--- src/rtl/fcd_pkg.sv ---
// package of constants for the flag-clear and decrement instruction block
package fcd_pkg;
	// ==========================================================
	// register offsets (byte addresses)
	localparam logic [7:0] OFF_INSTR = 8'h00; // write: instruction word to execute
	localparam logic [7:0] OFF_PC = 8'h04; // program counter
	localparam logic [7:0] OFF_ACC = 8'h08; // acc[3:0], carry 4, zero 5, irq enable 6
	localparam logic [7:0] OFF_EVENT = 8'h0C; // event flags; write sets (peripheral model)
	localparam logic [7:0] OFF_PRESC = 8'h10; // prescaler zero, 14 bits
	localparam logic [7:0] OFF_WDOG = 8'h14; // watchdog counter; bit 31 slow clock select
	localparam logic [7:0] OFF_PSTAT = 8'h18; // [0] port status zero, [7:4] serial status
	localparam logic [7:0] OFF_IRQ_ST = 8'h1C; // sticky events, write one to clear
	localparam logic [7:0] OFF_IRQ_MSK = 8'h20; // mask
	localparam logic [7:0] OFF_MEM_ADR = 8'h24; // data memory window address
	localparam logic [7:0] OFF_MEM_DAT = 8'h28; // data memory window data
	// ==========================================================
	// opcodes (16-bit instruction word)
	localparam logic [15:0] OP_CLR_PRESC = 16'h1700;
	localparam logic [15:0] OP_CLR_WDOG = 16'h17FF;
	localparam logic [7:0] OP_CLR_EVENT_HI = 8'h40; // low byte is mask
	localparam logic [15:0] OP_CLR_PSTAT0 = 16'h4400;
	localparam logic [15:0] OP_CLR_SERIAL = 16'h5500;
	localparam logic [11:0] OP_CLR_PARAM_HI = 12'h16D; // low nibble is operand
	localparam logic [15:0] OP_IRQ_DIS = 16'h5080;
	localparam logic [15:0] OP_IRQ_EN = 16'h50E0;
	localparam logic [8:0] OP_DEC_HI = 9'h095; // low 7 bits address
	localparam logic [8:0] OP_DSKNZ_HI = 9'h091;
	// ==========================================================
	// fields
	localparam int PARAM_WDOG_SLOW_BIT = 3;
	localparam int EVT_RESERVED_BIT = 3;
	localparam logic [7:0] EVT_VALID = 8'hF7;
	localparam int LOW_CLR_W = 4;
	localparam int PRESC_W = 14;
	localparam int WDOG_W = 18;
	localparam int IRQ_SKIP_BIT = 0;
	localparam int IRQ_DEC_ZERO_BIT = 1;
endpackage : fcd_pkg

--- src/rtl/fcd_sticky.sv ---
// one sticky interrupt status bit with set-over-clear
`timescale 1ns/1ps
`default_nettype none
module fcd_sticky (
	// clock and reset
	input wire logic aclk,
	input wire logic aresetn,
	// event and clear
	input wire logic set,
	input wire logic clr,
	output logic q
);
	// set wins so an event in the clearing cycle is kept
	always_ff @(posedge aclk) begin
		if (!aresetn) begin
			q <= 1'b0;
		end else begin
			q <= set | (q & ~clr);
		end
	end
endmodule : fcd_sticky
`default_nettype wire

--- src/rtl/fcd_axil.sv ---
// axi4-lite slave front end: one write and one read at a time
`timescale 1ns/1ps
`default_nettype none
module fcd_axil (
	// clock and reset
	input wire logic aclk,
	input wire logic aresetn,
	// write channels
	input wire logic [7:0] awaddr,
	input wire logic awvalid,
	output logic awready,
	input wire logic [31:0] wdata,
	input wire logic [3:0] wstrb,
	input wire logic wvalid,
	output logic wready,
	output logic [1:0] bresp,
	output logic bvalid,
	input wire logic bready,
	// read channels
	input wire logic [7:0] araddr,
	input wire logic arvalid,
	output logic arready,
	output logic [31:0] rdata,
	output logic [1:0] rresp,
	output logic rvalid,
	input wire logic rready,
	// register side
	output logic wr_en,
	output logic [7:0] wr_addr,
	output logic [31:0] wr_data,
	output logic [7:0] rd_addr,
	input wire logic [31:0] rd_data,
	input wire logic rd_err,
	input wire logic wr_err
);
	typedef struct packed {
		logic aw_got;
		logic w_got;
		logic [7:0] aw;
		logic [31:0] wd;
		logic bv;
		logic [1:0] br;
		logic rv;
		logic [31:0] rd;
		logic [1:0] rr;
	} fcd_axil_t;
	fcd_axil_t s, next_s;
	logic do_wr;
	assign awready = ~s.aw_got & ~s.bv;
	assign wready = ~s.w_got & ~s.bv;
	assign arready = ~s.rv;
	assign do_wr = s.aw_got & s.w_got;
	assign wr_en = do_wr;
	assign wr_addr = s.aw;
	assign wr_data = s.wd;
	assign rd_addr = araddr;
	assign bvalid = s.bv;
	assign bresp = s.br;
	assign rvalid = s.rv;
	assign rdata = s.rd;
	assign rresp = s.rr;
	// partial-word writes are accepted as full words; registers are narrow
	always_comb begin
		next_s = s;
		if (awvalid && awready) begin
			next_s.aw_got = 1'b1;
			next_s.aw = awaddr;
		end
		if (wvalid && wready) begin
			next_s.w_got = 1'b1;
			next_s.wd = wdata;
		end
		if (do_wr) begin
			next_s.aw_got = 1'b0;
			next_s.w_got = 1'b0;
			next_s.bv = 1'b1;
			next_s.br = wr_err ? 2'h2 : 2'h0;
		end
		if (s.bv && bready) begin
			next_s.bv = 1'b0;
		end
		if (arvalid && arready) begin
			next_s.rv = 1'b1;
			next_s.rd = rd_data;
			next_s.rr = rd_err ? 2'h2 : 2'h0;
		end else if (s.rv && rready) begin
			next_s.rv = 1'b0;
		end
	end
	always_ff @(posedge aclk) begin
		if (!aresetn) begin
			s <= '0;
		end else begin
			s <= next_s;
		end
	end
endmodule : fcd_axil
`default_nettype wire

--- src/rtl/fcd_core.sv ---
// instruction executor for flag clears, watchdog, decrement and interrupt enable
// ==========================================================
//
// Added by the designer: the register offsets and the AXI4-Lite register port.
`timescale 1ns/1ps
`default_nettype none
module fcd_core #(
	parameter int MEM_DEPTH = 128
) (
	// clock and reset
	input wire logic aclk,
	input wire logic aresetn,
	// axi4-lite write
	input wire logic [7:0] awaddr,
	input wire logic awvalid,
	output logic awready,
	input wire logic [31:0] wdata,
	input wire logic [3:0] wstrb,
	input wire logic wvalid,
	output logic wready,
	output logic [1:0] bresp,
	output logic bvalid,
	input wire logic bready,
	// axi4-lite read
	input wire logic [7:0] araddr,
	input wire logic arvalid,
	output logic arready,
	output logic [31:0] rdata,
	output logic [1:0] rresp,
	output logic rvalid,
	input wire logic rready,
	// peripheral status
	output logic irq_accept_en,
	output logic wdog_slow_clk,
	output logic irq
);
	// ==========================================================
	// state
	typedef struct packed {
		logic [10:0] pc;
		logic [3:0] acc;
		logic carry_bit;
		logic zero_bit;
		logic irq_en;
		logic skip_pend;
		logic [7:0] event_flags;
		logic [fcd_pkg::PRESC_W-1:0] prescaler_zero;
		logic [fcd_pkg::WDOG_W-1:0] wdog;
		logic wdog_slow;
		logic port_status_zero;
		logic [3:0] serial_status_reg;
		logic [1:0] mask;
		logic [6:0] mem_adr;
	} fcd_state_t;
	fcd_state_t s, next_s;
	logic [3:0] mem [MEM_DEPTH];
	logic wr_en, wr_err, rd_err;
	logic [7:0] wr_addr, rd_addr;
	logic [31:0] wr_data, rd_data;
	logic [15:0] ins;
	logic exec, is_dec, is_dsk, mem_we;
	logic [6:0] mem_wa;
	logic [3:0] mem_wd, oprnd, dec_res;
	logic [1:0] st_q, st_set;
	// ==========================================================
	// bus front end
	fcd_axil u_bus (
		.aclk(aclk),
		.aresetn(aresetn),
		.awaddr(awaddr),
		.awvalid(awvalid),
		.awready(awready),
		.wdata(wdata),
		.wstrb(wstrb),
		.wvalid(wvalid),
		.wready(wready),
		.bresp(bresp),
		.bvalid(bvalid),
		.bready(bready),
		.araddr(araddr),
		.arvalid(arvalid),
		.arready(arready),
		.rdata(rdata),
		.rresp(rresp),
		.rvalid(rvalid),
		.rready(rready),
		.wr_en(wr_en),
		.wr_addr(wr_addr),
		.wr_data(wr_data),
		.rd_addr(rd_addr),
		.rd_data(rd_data),
		.rd_err(rd_err),
		.wr_err(wr_err)
	);
	// ==========================================================
	// decode
	assign ins = wr_data[15:0];
	assign exec = wr_en && (wr_addr == fcd_pkg::OFF_INSTR);
	assign is_dec = ins[15:7] == fcd_pkg::OP_DEC_HI;
	assign is_dsk = ins[15:7] == fcd_pkg::OP_DSKNZ_HI;
	assign oprnd = mem[ins[6:0]];
	assign dec_res = oprnd - 4'h1;
	// a write to the memory window also lands here, so one write port
	always_comb begin
		mem_we = 1'b0;
		mem_wa = s.mem_adr;
		mem_wd = wr_data[3:0];
		if (exec && !s.skip_pend && (is_dec || is_dsk)) begin
			mem_we = 1'b1;
			mem_wa = ins[6:0];
			mem_wd = dec_res;
		end else if (wr_en && wr_addr == fcd_pkg::OFF_MEM_DAT) begin
			mem_we = 1'b1;
		end
	end
	always_ff @(posedge aclk) begin
		if (mem_we) begin
			mem[mem_wa] <= mem_wd;
		end
	end
	// ==========================================================
	// execution and register writes
	always_comb begin
		next_s = s;
		st_set = 2'h0;
		if (exec && s.skip_pend) begin
			next_s.skip_pend = 1'b0;
			next_s.pc = s.pc + 11'h001;
		end else if (exec) begin
			next_s.pc = s.pc + 11'h001;
			if (ins == fcd_pkg::OP_CLR_PRESC) begin
				next_s.prescaler_zero[fcd_pkg::LOW_CLR_W-1:0] = 4'h0;
			end
			if (ins == fcd_pkg::OP_CLR_WDOG) begin
				next_s.wdog[fcd_pkg::LOW_CLR_W-1:0] = 4'h0;
			end
			if (ins[15:8] == fcd_pkg::OP_CLR_EVENT_HI) begin
				next_s.event_flags = s.event_flags & ~(ins[7:0] & fcd_pkg::EVT_VALID);
			end
			if (ins[15:4] == fcd_pkg::OP_CLR_PARAM_HI) begin
				next_s.wdog_slow = ins[fcd_pkg::PARAM_WDOG_SLOW_BIT];
			end
			if (ins == fcd_pkg::OP_CLR_PSTAT0) begin
				next_s.port_status_zero = 1'b0;
			end
			if (ins == fcd_pkg::OP_CLR_SERIAL) begin
				next_s.serial_status_reg = 4'h0;
			end
			if (ins == fcd_pkg::OP_IRQ_DIS) begin
				next_s.irq_en = 1'b0;
			end
			if (ins == fcd_pkg::OP_IRQ_EN) begin
				next_s.irq_en = 1'b1;
			end
			if (is_dec || is_dsk) begin
				next_s.acc = dec_res;
				next_s.carry_bit = (oprnd != 4'h0); // no borrow
				next_s.zero_bit = (dec_res == 4'h0);
				st_set[fcd_pkg::IRQ_DEC_ZERO_BIT] = (dec_res == 4'h0);
			end
			if (is_dsk && dec_res != 4'h0) begin
				next_s.skip_pend = 1'b1;
				st_set[fcd_pkg::IRQ_SKIP_BIT] = 1'b1;
			end
		end else if (wr_en) begin
			unique case (wr_addr)
				fcd_pkg::OFF_PC: next_s.pc = wr_data[10:0];
				fcd_pkg::OFF_ACC: begin
					next_s.acc = wr_data[3:0];
					next_s.carry_bit = wr_data[4];
					next_s.zero_bit = wr_data[5];
					next_s.irq_en = wr_data[6];
				end
				fcd_pkg::OFF_EVENT: next_s.event_flags = s.event_flags | wr_data[7:0];
				fcd_pkg::OFF_PRESC: next_s.prescaler_zero = wr_data[13:0];
				fcd_pkg::OFF_WDOG: begin
					next_s.wdog = wr_data[17:0];
					next_s.wdog_slow = wr_data[31];
				end
				fcd_pkg::OFF_PSTAT: begin
					next_s.port_status_zero = wr_data[0];
					next_s.serial_status_reg = wr_data[7:4];
				end
				fcd_pkg::OFF_IRQ_MSK: next_s.mask = wr_data[1:0];
				fcd_pkg::OFF_MEM_ADR: next_s.mem_adr = wr_data[6:0];
				default: ;
			endcase
		end
	end
	always_ff @(posedge aclk) begin
		if (!aresetn) begin
			s <= '0;
		end else begin
			s <= next_s;
		end
	end
	// ==========================================================
	// sticky interrupt status: skip taken, decrement reached zero
	genvar gi;
	generate
		for (gi = 0; gi < 2; gi++) begin : g_st
			fcd_sticky u_st (
				.aclk(aclk),
				.aresetn(aresetn),
				.set(st_set[gi]),
				.clr(wr_en && wr_addr == fcd_pkg::OFF_IRQ_ST && wr_data[gi]),
				.q(st_q[gi])
			);
		end
	endgenerate
	assign irq = |(st_q & s.mask);
	assign irq_accept_en = s.irq_en;
	assign wdog_slow_clk = s.wdog_slow;
	// ==========================================================
	// read mux
	assign wr_err = 1'b0;
	always_comb begin
		rd_err = 1'b0;
		unique case (rd_addr)
			fcd_pkg::OFF_INSTR: rd_data = 32'h0;
			fcd_pkg::OFF_PC: rd_data = {21'h0, s.pc};
			fcd_pkg::OFF_ACC: rd_data = {25'h0, s.irq_en, s.zero_bit, s.carry_bit, s.acc};
			fcd_pkg::OFF_EVENT: rd_data = {24'h0, s.event_flags};
			fcd_pkg::OFF_PRESC: rd_data = {18'h0, s.prescaler_zero};
			fcd_pkg::OFF_WDOG: rd_data = {s.wdog_slow, 13'h0, s.wdog};
			fcd_pkg::OFF_PSTAT: rd_data = {24'h0, s.serial_status_reg, 3'h0, s.port_status_zero};
			fcd_pkg::OFF_IRQ_ST: rd_data = {30'h0, st_q};
			fcd_pkg::OFF_IRQ_MSK: rd_data = {30'h0, s.mask};
			fcd_pkg::OFF_MEM_ADR: rd_data = {25'h0, s.mem_adr};
			fcd_pkg::OFF_MEM_DAT: rd_data = {28'h0, mem[s.mem_adr]};
			default: begin
				rd_data = 32'h0;
				rd_err = 1'b1;
			end
		endcase
	end
	// ==========================================================
	// checks
	// antecedents leave out the swallowed word; a_skip_inert guards that one
	a_presc_low_clr: assert property (@(posedge aclk) disable iff (!aresetn)
		exec && !s.skip_pend && ins == fcd_pkg::OP_CLR_PRESC |=> s.prescaler_zero[3:0] == 4'h0
		&& s.prescaler_zero[13:4] == $past(s.prescaler_zero[13:4]))
		else $error("prescaler low clear wrong");
	a_wdog_low_clr: assert property (@(posedge aclk) disable iff (!aresetn)
		exec && !s.skip_pend && ins == fcd_pkg::OP_CLR_WDOG |=> s.wdog[3:0] == 4'h0
		&& s.wdog[17:4] == $past(s.wdog[17:4]))
		else $error("watchdog low clear wrong");
	a_event_mask: assert property (@(posedge aclk) disable iff (!aresetn)
		exec && !s.skip_pend && ins[15:8] == fcd_pkg::OP_CLR_EVENT_HI
		|=> s.event_flags == ($past(s.event_flags) & ~($past(ins[7:0]) & 8'hF7)))
		else $error("event clear mask wrong");
	a_param_wdog: assert property (@(posedge aclk) disable iff (!aresetn)
		exec && !s.skip_pend && ins[15:4] == fcd_pkg::OP_CLR_PARAM_HI
		|=> wdog_slow_clk == $past(ins[3]))
		else $error("watchdog clock select wrong");
	a_pstat_clr: assert property (@(posedge aclk) disable iff (!aresetn)
		exec && !s.skip_pend && ins == fcd_pkg::OP_CLR_PSTAT0 |=> !s.port_status_zero)
		else $error("port status zero not cleared");
	a_serial_clr: assert property (@(posedge aclk) disable iff (!aresetn)
		exec && !s.skip_pend && ins == fcd_pkg::OP_CLR_SERIAL |=> s.serial_status_reg == 4'h0)
		else $error("serial status not cleared");
	a_dec_acc: assert property (@(posedge aclk) disable iff (!aresetn)
		exec && !s.skip_pend && (is_dec || is_dsk) |=> s.acc == $past(oprnd) - 4'h1
		&& s.zero_bit == (s.acc == 4'h0) && s.carry_bit == ($past(oprnd) != 4'h0))
		else $error("decrement result or flags wrong");
	a_irq_dis: assert property (@(posedge aclk) disable iff (!aresetn)
		exec && !s.skip_pend && ins == fcd_pkg::OP_IRQ_DIS |=> !irq_accept_en)
		else $error("interrupts not disabled");
	a_dsk_skip: assert property (@(posedge aclk) disable iff (!aresetn)
		exec && !s.skip_pend && is_dsk && dec_res != 4'h0
		|=> s.skip_pend && s.pc == $past(s.pc) + 11'h001)
		else $error("skip not armed after nonzero result");
	a_irq_en: assert property (@(posedge aclk) disable iff (!aresetn)
		exec && !s.skip_pend && ins == fcd_pkg::OP_IRQ_EN |=> irq_accept_en)
		else $error("interrupts not enabled");
	a_skip_inert: assert property (@(posedge aclk) disable iff (!aresetn)
		exec && s.skip_pend |=> s.acc == $past(s.acc) && s.event_flags == $past(s.event_flags)
		&& s.irq_en == $past(s.irq_en) && !s.skip_pend && s.pc == $past(s.pc) + 11'h001
		&& s.prescaler_zero == $past(s.prescaler_zero) && s.wdog == $past(s.wdog))
		else $error("skipped instruction had effect");
	// one check per mask bit, bits 5 and 6 sharing one, so a miswired flag names itself
	a_evt_divider: assert property (@(posedge aclk) disable iff (!aresetn)
		exec && !s.skip_pend && ins[15:8] == fcd_pkg::OP_CLR_EVENT_HI && ins[0]
		|=> !s.event_flags[0])
		else $error("divider overflow flag not cleared");
	a_evt_timer_zero: assert property (@(posedge aclk) disable iff (!aresetn)
		exec && !s.skip_pend && ins[15:8] == fcd_pkg::OP_CLR_EVENT_HI && ins[1]
		|=> !s.event_flags[1])
		else $error("timer zero underflow flag not cleared");
	a_evt_port_change: assert property (@(posedge aclk) disable iff (!aresetn)
		exec && !s.skip_pend && ins[15:8] == fcd_pkg::OP_CLR_EVENT_HI && ins[2]
		|=> !s.event_flags[2])
		else $error("port change flag not cleared");
	a_evt_ext_pin: assert property (@(posedge aclk) disable iff (!aresetn)
		exec && !s.skip_pend && ins[15:8] == fcd_pkg::OP_CLR_EVENT_HI && ins[4]
		|=> !s.event_flags[4])
		else $error("external pin flag not cleared");
	a_evt_serial: assert property (@(posedge aclk) disable iff (!aresetn)
		exec && !s.skip_pend && ins[15:8] == fcd_pkg::OP_CLR_EVENT_HI && (ins[5] || ins[6])
		|=> !($past(ins[5]) && s.event_flags[5]) && !($past(ins[6]) && s.event_flags[6]))
		else $error("serial event flag not cleared");
	a_evt_timer_one: assert property (@(posedge aclk) disable iff (!aresetn)
		exec && !s.skip_pend && ins[15:8] == fcd_pkg::OP_CLR_EVENT_HI && ins[7]
		|=> !s.event_flags[7])
		else $error("timer one underflow flag not cleared");
	a_evt_reserved: assert property (@(posedge aclk) disable iff (!aresetn)
		exec && !s.skip_pend && ins[15:8] == fcd_pkg::OP_CLR_EVENT_HI
		|=> s.event_flags[3] == $past(s.event_flags[3]))
		else $error("reserved event bit changed");
	// memory side of the decrement, the borrow at zero and the skip decision
	a_dec_mem: assert property (@(posedge aclk) disable iff (!aresetn)
		exec && !s.skip_pend && (is_dec || is_dsk)
		|=> mem[$past(ins[6:0])] == $past(dec_res))
		else $error("decrement result not stored");
	a_carry_wrap: assert property (@(posedge aclk) disable iff (!aresetn)
		exec && !s.skip_pend && (is_dec || is_dsk) && oprnd == 4'h0
		|=> s.acc == 4'hF && !s.carry_bit && !s.zero_bit)
		else $error("borrow from zero wrong");
	a_no_skip_zero: assert property (@(posedge aclk) disable iff (!aresetn)
		exec && !s.skip_pend && is_dsk && dec_res == 4'h0
		|=> !s.skip_pend && s.pc == $past(s.pc) + 11'h001)
		else $error("skip armed on zero result");
	a_skip_no_write: assert property (@(posedge aclk) disable iff (!aresetn)
		exec && s.skip_pend |-> !mem_we)
		else $error("skipped instruction wrote memory");
	// held state: only its own instruction or a register write may move it
	a_irq_hold: assert property (@(posedge aclk) disable iff (!aresetn)
		!irq_accept_en && !(exec && !s.skip_pend && ins == fcd_pkg::OP_IRQ_EN)
		&& !(wr_en && wr_addr == fcd_pkg::OFF_ACC) |=> !irq_accept_en)
		else $error("interrupts came back without enable");
	a_wdog_hold: assert property (@(posedge aclk) disable iff (!aresetn)
		!(exec && !s.skip_pend && ins[15:4] == fcd_pkg::OP_CLR_PARAM_HI)
		&& !(wr_en && wr_addr == fcd_pkg::OFF_WDOG) |=> $stable(wdog_slow_clk))
		else $error("watchdog clock select moved on its own");
	a_pstat_keep: assert property (@(posedge aclk) disable iff (!aresetn)
		exec && !s.skip_pend && ins == fcd_pkg::OP_CLR_PSTAT0
		|=> s.serial_status_reg == $past(s.serial_status_reg))
		else $error("port status clear touched serial flags");
endmodule : fcd_core
`default_nettype wire

--- config.mk ---
export PLATFORM = sky130hd
export DESIGN_NAME = fcd_core
export DESIGN_NICKNAME = d
export VERILOG_FILES = /design/src/rtl/fcd_pkg.sv /design/src/rtl/fcd_sticky.sv /design/src/rtl/fcd_axil.sv /design/src/rtl/fcd_core.sv
export SDC_FILE = /design/constraint.sdc
export NUM_CORES = 1
export LEC_CHECK = 0
export BUFFER_PORTS_ARGS = -buffer_cell sky130_fd_sc_hd__buf_2
export CAP_MARGIN = 10
export CORE_MARGIN = 2
export CORE_UTILIZATION = 50
export DETAILED_ROUTE_END_ITERATION = 8
export MAX_ROUTING_LAYER = met4
export PLACE_DENSITY = 0.66
export SLEW_MARGIN = 20
export SYNTH_ARGS = -nofsm -noshare
export SYNTH_HDL_FRONTEND = slang
export SYNTH_SLANG_ARGS = --single-unit
--- constraint.sdc ---
create_clock -name aclk -period 11.2 [get_ports aclk]
set_input_delay 1.12 -clock aclk [delete_from_list [all_inputs] [get_ports aclk]]
set_output_delay 1.12 -clock aclk [all_outputs]
set_load 0.005 [all_outputs]
==> Yosys cells after proc, flatten, opt, wreduce, memory -nomap -nowiden <==
Memories as Yosys holds them, arrays and structs flattened. A register that Yosys moved wholly into a read port is not among the register bits.
Cells that the tools add are included.
{ "word_totals": {"ram_bits": 512, "ff_bits": 154, "output_inout_bits": 44, "elab_cells": 178, "mem_count": 1, "inputBits": 59} }
{ "classes": {"mux": 42, "n_bitwise": 20, "n_addsub": 2, "reduce_logical": 49, "eq_ne": 38} }
{ "memory_table": {"columns": ["memory", "words", "word_bits", "read_ports", "rd_clocked_by_memory_dff", "write_ports", "line", "text"], "rows": [
  ["mem", 128, 4, 2, 2, 1, "fcd_core.sv:56", "logic [3:0] mem [MEM_DEPTH];"]
]} }
{ "op_table": {"columns": ["op", "n"], "rows": [
  ["32-bit case mux with 10 select lines", 1],
  ["16-bit by 15-bit == test with 1-bit output, second input constant", 4],
  ["8-bit by 5-bit == test with 1-bit output, second input constant", 8],
  ["55-bit 2-to-1 mux", 1],
  ["7-bit 2-to-1 mux", 7],
  ["8-bit by 6-bit == test with 1-bit output, second input constant", 6],
  ["4-bit AND reduction", 12],
  ["18-bit 2-to-1 mux", 2],
  ["16-bit by 13-bit == test with 1-bit output, second input constant", 2],
  ["8-bit by 4-bit == test with 1-bit output, second input constant", 4],
  ["8-bit 2-to-1 mux", 3],
  ["11-bit 2-to-1 mux", 2],
  ["4-bit 2-to-1 mux", 5],
  ["19-bit 2-to-1 mux", 1],
  ["9-bit by 8-bit == test with 1-bit output, second input constant", 2],
  ["8-bit by 3-bit == test with 1-bit output, second input constant", 2],
  ["8-bit zero test", 2],
  ["1-bit logical AND", 14],
  ["14-bit 2-to-1 mux", 1],
  ["2-bit by 1-bit inequality test with 1-bit output, second input constant", 7],
  ["2-bit nonzero test", 7],
  ["12-bit by 9-bit == test with 1-bit output, second input constant", 1],
  ["1-bit 2-to-1 mux", 12],
  ["11-bit by 1-bit adder with 11-bit output, second input constant", 1],
  ["22 further kinds", 44]
]} }

==> Depth between registers and ports, before layout <==
Gate-level depths: netlist of the first run.
{ "depth": {"ltp_word": 7, "depth_mapped": 13, "mapped_depth_nobuf": 10} }

==> Hierarchy <==
A second synthesis of the first run with hierarchy kept.
{ "unflattened": {"hier_cells": 2295, "hier_area_um2": 32497.4} }
{ "modules_own_cells": {"columns": ["module", "seq_area_each_um2", "area_per_inst_um2", "n_inst", "cells_per_inst"], "rows": [
  ["fcd_core", 16996.3, 28861.4, 1, 1858],
  ["fcd_axil", 1561.5, 3553.4, 1, 431],
  ["fcd_sticky", 20.0, 41.3, 2, 3]
]} }

==> Worst setup path after synthesis of the first run <==
Ideal clock, no wire load.
{ "synth_timing": {"path_type": "register to register", "from": "reg with a tool-made name", "to": "mem mem[0][1] (data pin)", "setup_time_ns": 1.198, "path_stages_with_launch": 8, "synth_period_minus_slack_ns": 8.912, "setup_slack_ns": 2.288, "required_time_ns": 10.002, "arrival_time_ns": 7.714, "path_buffers": 2, "path_cell_list": "dfxtp_1 > clkbuf_1 > buf_1 > mux4_2 > mux4_2 > mux2i_1 > ha_1 > o21ai_0"} }
{ "synth_rtl": {"columns": ["element", "line"], "rows": [
  ["to (decl)", "fcd_core.sv:56"]
]} }

==> impl_metrics.ini, run 1 <==
[clock_tree]
clk_pin_slew_worst_paths_ns = 0.06
cts_tree = yes
cts_hold_buffers = 0
clock_sink_count = 653
cts-root-buf = clkbuf_16
postCtsResizedCells = 0
cts_made_buffers = 70
clock_tree.buffer_depth = 3
h-tree-depth = 3
insertion_delay_ns = 0.62
postCtsSetupBuffers = 0

[floorplanning]
fp.coreArea_um2 = 60600
floorplan.die_area_um2 = 63600
die-width_um = 252
floorplan.rows = 90
die_height_um = 252
effective_utilization_at_floorplan_pct = 50.8
io_pins = 103

[critical_path]
arrival_ns = 5.88
crit_path_required_time_ns = 11.47
crit_type = reg -> reg
cp-end-kind = flop
crit_slowest_cell = buf_6
critical_path_buf_inv_count = 3
setup.worst_path.start_class = flop
worst-r2r-setup-slack_ns = 5.60
reg2reg_to = mem[100][3]$_DFFE_PP_
cell_seen_most_often_among_critical_path_stages = mux4_2
path_delay_family = multiplexers
worstPathCellList = buf_4 -> buf_4 -> mux4_2 -> mux4_2 -> mux4_2 -> mux2i_1 -> nand2_1 -> o211ai_1 -> nand2_1 -> o21ai_4 -> buf_6
highest_cell_delay_on_the_worst_timing_path_ns = 0.65
reg2reg_depth = 11
critical_path.max_fanout = 128

[synth]
synth_top_area_share_pct = 49.9
ys_seq_elements = 653
synth.yosys.seq_area_share_pct = 59.1
ys_top_cells_by_count = edfxtp_1, mux4_2, nor2_1, nand2_1, dfxtp_1
synth_area_um2 = 30800
synth_flop_cell = edfxtp_1
synth_top_area_cells = edfxtp_1, mux4_2, dfxtp_1, nor2_1, nand2_1
yosysWarnings = 0
synth_top_cell_by_area = edfxtp_1
avgSynthCellArea_um2 = 15.3
postSynth.asyncResetShare_pct = 0
synth_most_common_cell = edfxtp_1
number_of_enable_flip_flop_cells_after_synthesis = 512
synthDistinctLibCells = 65
cells_after_synth = 2016

[worst_hold_path]
timing.hold.worst_endpoint = u_bus.rdata[16]$_SDFFE_PN0P_
holdCritStartpoint = u_bus.rdata[16]$_SDFFE_PN0P_
tightest_hold_check_type = reg -> reg
min_path_cells = 2

[drt]
drtAntennaViolNets = 0
route.detailed.vias_per_inst = 6.61
drt_iter0_drc = 2291
dr_total_vias = 18900
drt-pass1-iter-count = 5
drc = 0
wl_per_cell_um = 28.9
detail_route.wirelength_mm = 83.0

[sta]
hold_viol_final = 0
setup_violations = 0
finalWorstPathRequiredPeriod_ns = 5.60
report.final.slew_viol_count = 0
final_min_period_over_clock_period_pct = 50.0
finalClockSkew_ns = 0.0334
worst_pin_slew_ns = 1.26
fin_tns_setup_ns = 0
fmax_ghz = 0.178
max-slew-margin-rel_pct = 15.5
grt_setup_unrepaired = false

[finish]
nets = 2092
final_cell_count_no_fill = 2867
num-fill-cells = 4637
final_layout_size_suffix_gt1_share_pct = 26.8
areaGrowthSynthToFinish_pct = 10.5

[placement]
placed_cells = 2738
place.port_buffers = 69
place_hpwl_mm = 54.8
gp_congestion = 0.944

[global_route]
maximum_number_of_pins_on_one_net_before_global_route_repair = 129
grt_pass1_vias = 19100
global_route.usage.total_pct = 27.5
antenna_found_initial = 1
first_pass_grt_wire_length_mm = 124
grt_overflow_total = 0

[power_and_ir_drop]
max-vdd-ir-drop_mv = 0.116
power-per-cell-area_nw_per_um2 = 158
standby_leakage_power_uw = 0.0103

[status]
status = completed

[run]
timing.max_cap.violations = 0
metrics by stage:
stage | power (uW) | worst slack (ns) | instance area [um^2] | hold WS [ns] | util, %
after floorplan | 2930 | 2.29 | 30800 | 0.432 | -
after global placement | 3010 | 5.46 | 31600 | 0.436 | 52.2
after detailed placement | 3020 | 5.17 | 31600 | 0.447 | 52.2
after CTS | 5390 | 5.17 | 34000 | 0.454 | 56.1
after global routing | 5520 | 5.21 | 34000 | 0.471 | 56.2
final | 5370 | 5.60 | 34000 | 0.452 | 56.2
report_power, final:
group          switching (uW)  total, uW  leakage, uW  internal [uW]
Combinational             192        313      0.00331            121
Clock                     954       2390      0.00114           1440
Sequential               32.3       2660      0.00584           2630
flip-flops by register name, indices dropped and copies added (netlist names), 2 cells and up, named ones only:
name	count
u_bus.wr_addr	8
s	72
g_st.u_st.q	2
u_bus.wr_data	19
u_bus.s	2
mem	512
u_bus.rdata	19
worst max-delay path by stage:
stage | cells past startpoint | startpoint | to
detailed placement | 9 | flop | mem[10][0]$_DFFE_PP_
global route | 11 | flop | mem[72][3]$_DFFE_PP_
floorplan | 7 | flop | mem[0][1]$_DFFE_PP_
CTS | 9 | flop | mem[58][0]$_DFFE_PP_
finish | 11 | flop | mem[100][3]$_DFFE_PP_
global placement | 9 | flop | mem[10][0]$_DFFE_PP_
tightest hold or removal path: cells and delay by family, from the launching register on:
family	cells	cell delay, ns
flip-flops	1	0.31
AND/OR/NAND/NOR	1	0.05
AO/OA/AOI/OAI	1	0.05
cell usage in the layout (no fill, tap or decap), types with 9 or more instances in the layout:
master / netlist / final
a21oi_1: 100 / 100
a221oi_1: 15 / 15
a22oi_1: 28 / 28
a31oi_1: 12 / 12
and2_1: 9 / 9
buf_2: 12 / 69
buf_4: 39 / 35
bufinv_16: 0 / 10
clkbuf_1: 98 / 17
clkbuf_16: 0 / 73
clkinv_1: 0 / 10
conb_1: 1 / 16
dfxtp_1: 141 / 133
edfxtp_1: 512 / 512
mux2_2: 18 / 17
mux2i_1: 36 / 36
mux4_2: 308 / 308
nand2_1: 182 / 182
nand2b_1: 18 / 18
nand3_1: 35 / 35
nor2_1: 220 / 219
nor2b_1: 10 / 10
nor3_1: 22 / 20
o21ai_0: 38 / 35
routing by layer:
| layer | up-vias | global-route usage, % | share of wire [%] |
|---|---|---|---|
| met3 | 222 | 5.97 | 9.2 |
| met1 | 9687 | 34.4 | 37 |
| li1 | 8032 | - | - |
| met4 | 0 | 12.0 | 5.0 |
| met5 | - | - | 0 |
| met2 | 1004 | 43.4 | 49 |
cells by family (layout without fill, tap and decap cells):
group	count (synthesis)	count (layout)	share of synthesized area, %
fa+ha+maj	4	4	0.163
xor+xnor	2	2	0.0569
compound gates	246	246	5.05
flops	653	653	59.1
other cells	1	17	0.0122
simple gates	556	556	8.06
mux	364	364	24.5
buf+inv	190	243	3.08
layout make-up:
| cell class | instances | area [um^2] | area share [%] |
|---|---|---|---|
| Clock buffer | 92 | 1920 | 5.64 |
| Timing Repair Buffer | 107 | 658 | 1.93 |
| Clock inverter | 35 | 452 | 1.33 |
| Antenna cell | 1 | 2.50 | 0.00735 |
| Inverter | 9 | 35.0 | 0.103 |
| Tap cell | 782 | 978 | 2.87 |
| Multi-Input combinational cell | 1188 | 11800 | 34.6 |
| Sequential cell | 653 | 18200 | 53.5 |
No activity file was read; power rests on OpenSTA's default activity.
==> inputs of run 2 (changes only) <==
Clock period 11.2 ns to 5.5 ns, I/O delays scaled along.
==> run 2 against run 1 <==
Net effect:
- largest cell class unchanged
- critical path depth decreased by 2
- maximum frequency is 18% higher
- sequential cell count unchanged
- first-iteration DRC count is 4.7% higher
- register-to-register slack got worse by 4.8 ns
- cell area rose by 0.74%
- combinational power up 110%
- non-clock buffer count grew 20
- clock skew down 0.0069 ns
- worst setup slack worse by 4.8 ns
- clock power up 100%
- final cell count rose by 0.63%
==> impl_metrics.ini, run 2 (same netlist as run 1, synthesis figures left out) <==
[critical_path]
crit_slowest_cell = dfxtp_4
critical_path_buf_inv_count = 2
setup.worst_path.start_class = flop
critical_path.max_fanout = 44
worstPathCellList = buf_4 -> mux4_2 -> mux4_2 -> mux4_2 -> mux2i_1 -> ha_1 -> xor2_1 -> mux2_4 -> buf_4
path_delay_family = multiplexers
arrival_ns = 5.15
cp-end-kind = flop
highest_cell_delay_on_the_worst_timing_path_ns = 0.61
crit_type = reg -> reg
cell_seen_most_often_among_critical_path_stages = mux4_2
crit_path_required_time_ns = 5.90

[sta]
worst_pin_slew_ns = 1.14
hold_viol_final = 0
max-slew-margin-rel_pct = 24.1
report.final.slew_viol_count = 0
fmax_ghz = 0.211
grt_setup_unrepaired = false
finalClockSkew_ns = 0.0265
final_min_period_over_clock_period_pct = 86.3
finalWorstPathRequiredPeriod_ns = 4.75
fin_tns_setup_ns = 0
setup_violations = 0

[clock_tree]
clock_tree.buffer_depth = 3
h-tree-depth = 3
postCtsResizedCells = 0
cts_tree = yes
cts_hold_buffers = 0
cts-root-buf = clkbuf_16
clk_pin_slew_worst_paths_ns = 0.06
cts_made_buffers = 70
postCtsSetupBuffers = 0
insertion_delay_ns = 0.62
clock_sink_count = 653

[floorplanning]
floorplan.die_area_um2 = 63600
fp.coreArea_um2 = 60600
floorplan.rows = 90
io_pins = 103
die-width_um = 252
effective_utilization_at_floorplan_pct = 50.8
die_height_um = 252

[drt]
wl_per_cell_um = 29.4
drtAntennaViolNets = 0
drc = 0
detail_route.wirelength_mm = 84.8
route.detailed.vias_per_inst = 6.62
drt-pass1-iter-count = 8
drt_iter0_drc = 2398
dr_total_vias = 19100

[power_and_ir_drop]
standby_leakage_power_uw = 0.0105
max-vdd-ir-drop_mv = 0.198
power-per-cell-area_nw_per_um2 = 320

[finish]
areaGrowthSynthToFinish_pct = 11.4
final_common_cell = edfxtp_1
reg_top3 = mem x512, s x72
ant_diodes = 0
final_cell_area_um2 = 34300
final_layout_size_suffix_gt1_share_pct = 27.7
largest_register_ffs = 512
nets = 2112
layout_common_cells = edfxtp_1, mux4_2, nor2_1
top_register = mem

[placement]
place.port_buffers = 69
place_hpwl_mm = 57.0
gp_congestion = 0.918
placed_area_um2 = 31900

[global_route]
maximum_number_of_pins_on_one_net_before_global_route_repair = 129
global_route.usage.total_pct = 28.0
antenna_found_initial = 0
grt_pass1_vias = 19200
grt_overflow_total = 0
first_pass_grt_wire_length_mm = 127

[worst_hold_path]
tightest_hold_check_type = in -> reg
holdCritStartpoint = rready

[status]
status = completed

[run]
timing.max_cap.violations = 0
## run 2: final cells by class
type	instances	area [um^2]
Fill cell	4626	26300
Multi-Input combinational cell	1188	11800
Tap cell	782	978
Timing Repair Buffer	127	906
Inverter	9	35.0
Sequential cell	653	18200
Clock inverter	32	364
Clock buffer	94	2030
## run 2: report_power, final
group          internal (uW)  switching (uW)
registers               5360            84.0
clock network           2930            1970
logic                    261             382
total                   8550            2430
## run 2: layer usage
metal / wire [um] / up-vias / share of wire [%] / track usage (%)
li1: - / 8062 / - / -
met1: 31800 / 9730 / 38 / 35.6
met5: 0 / - / 0 / -
met2: 41400 / 1094 / 49 / 44.4
met3: 7800 / 223 / 9.2 / 5.64
met4: 3800 / 0 / 4.5 / 11.8
## run 2: path summary, 6_finish.rpt
kind	endpoint	depth (start not counted)	slack, ns
max	mem[72][2]$_DFFE_PP_	9	0.75
min	u_bus.rvalid$_SDFFE_PN0P_	2	0.12
max reg2reg	mem[72][2]$_DFFE_PP_	9	0.75
min reg2reg	u_bus.rdata[16]$_SDFFE_PN0P_	2	0.45
## run 2: stage by stage
stage	total power (uW)	hold slack (ns)	util, %	setup slack, ns	instances
after global routing	11300	0.122	56.6	0.517	2885
after floorplan	5960	0.432	-	0.274	2031
after CTS	11000	0.102	56.6	0.767	2885
after global placement	6160	0.437	52.6	0.998	2759
after detailed placement	6180	0.443	52.6	0.788	2759
final	11000	0.122	56.6	0.752	2885
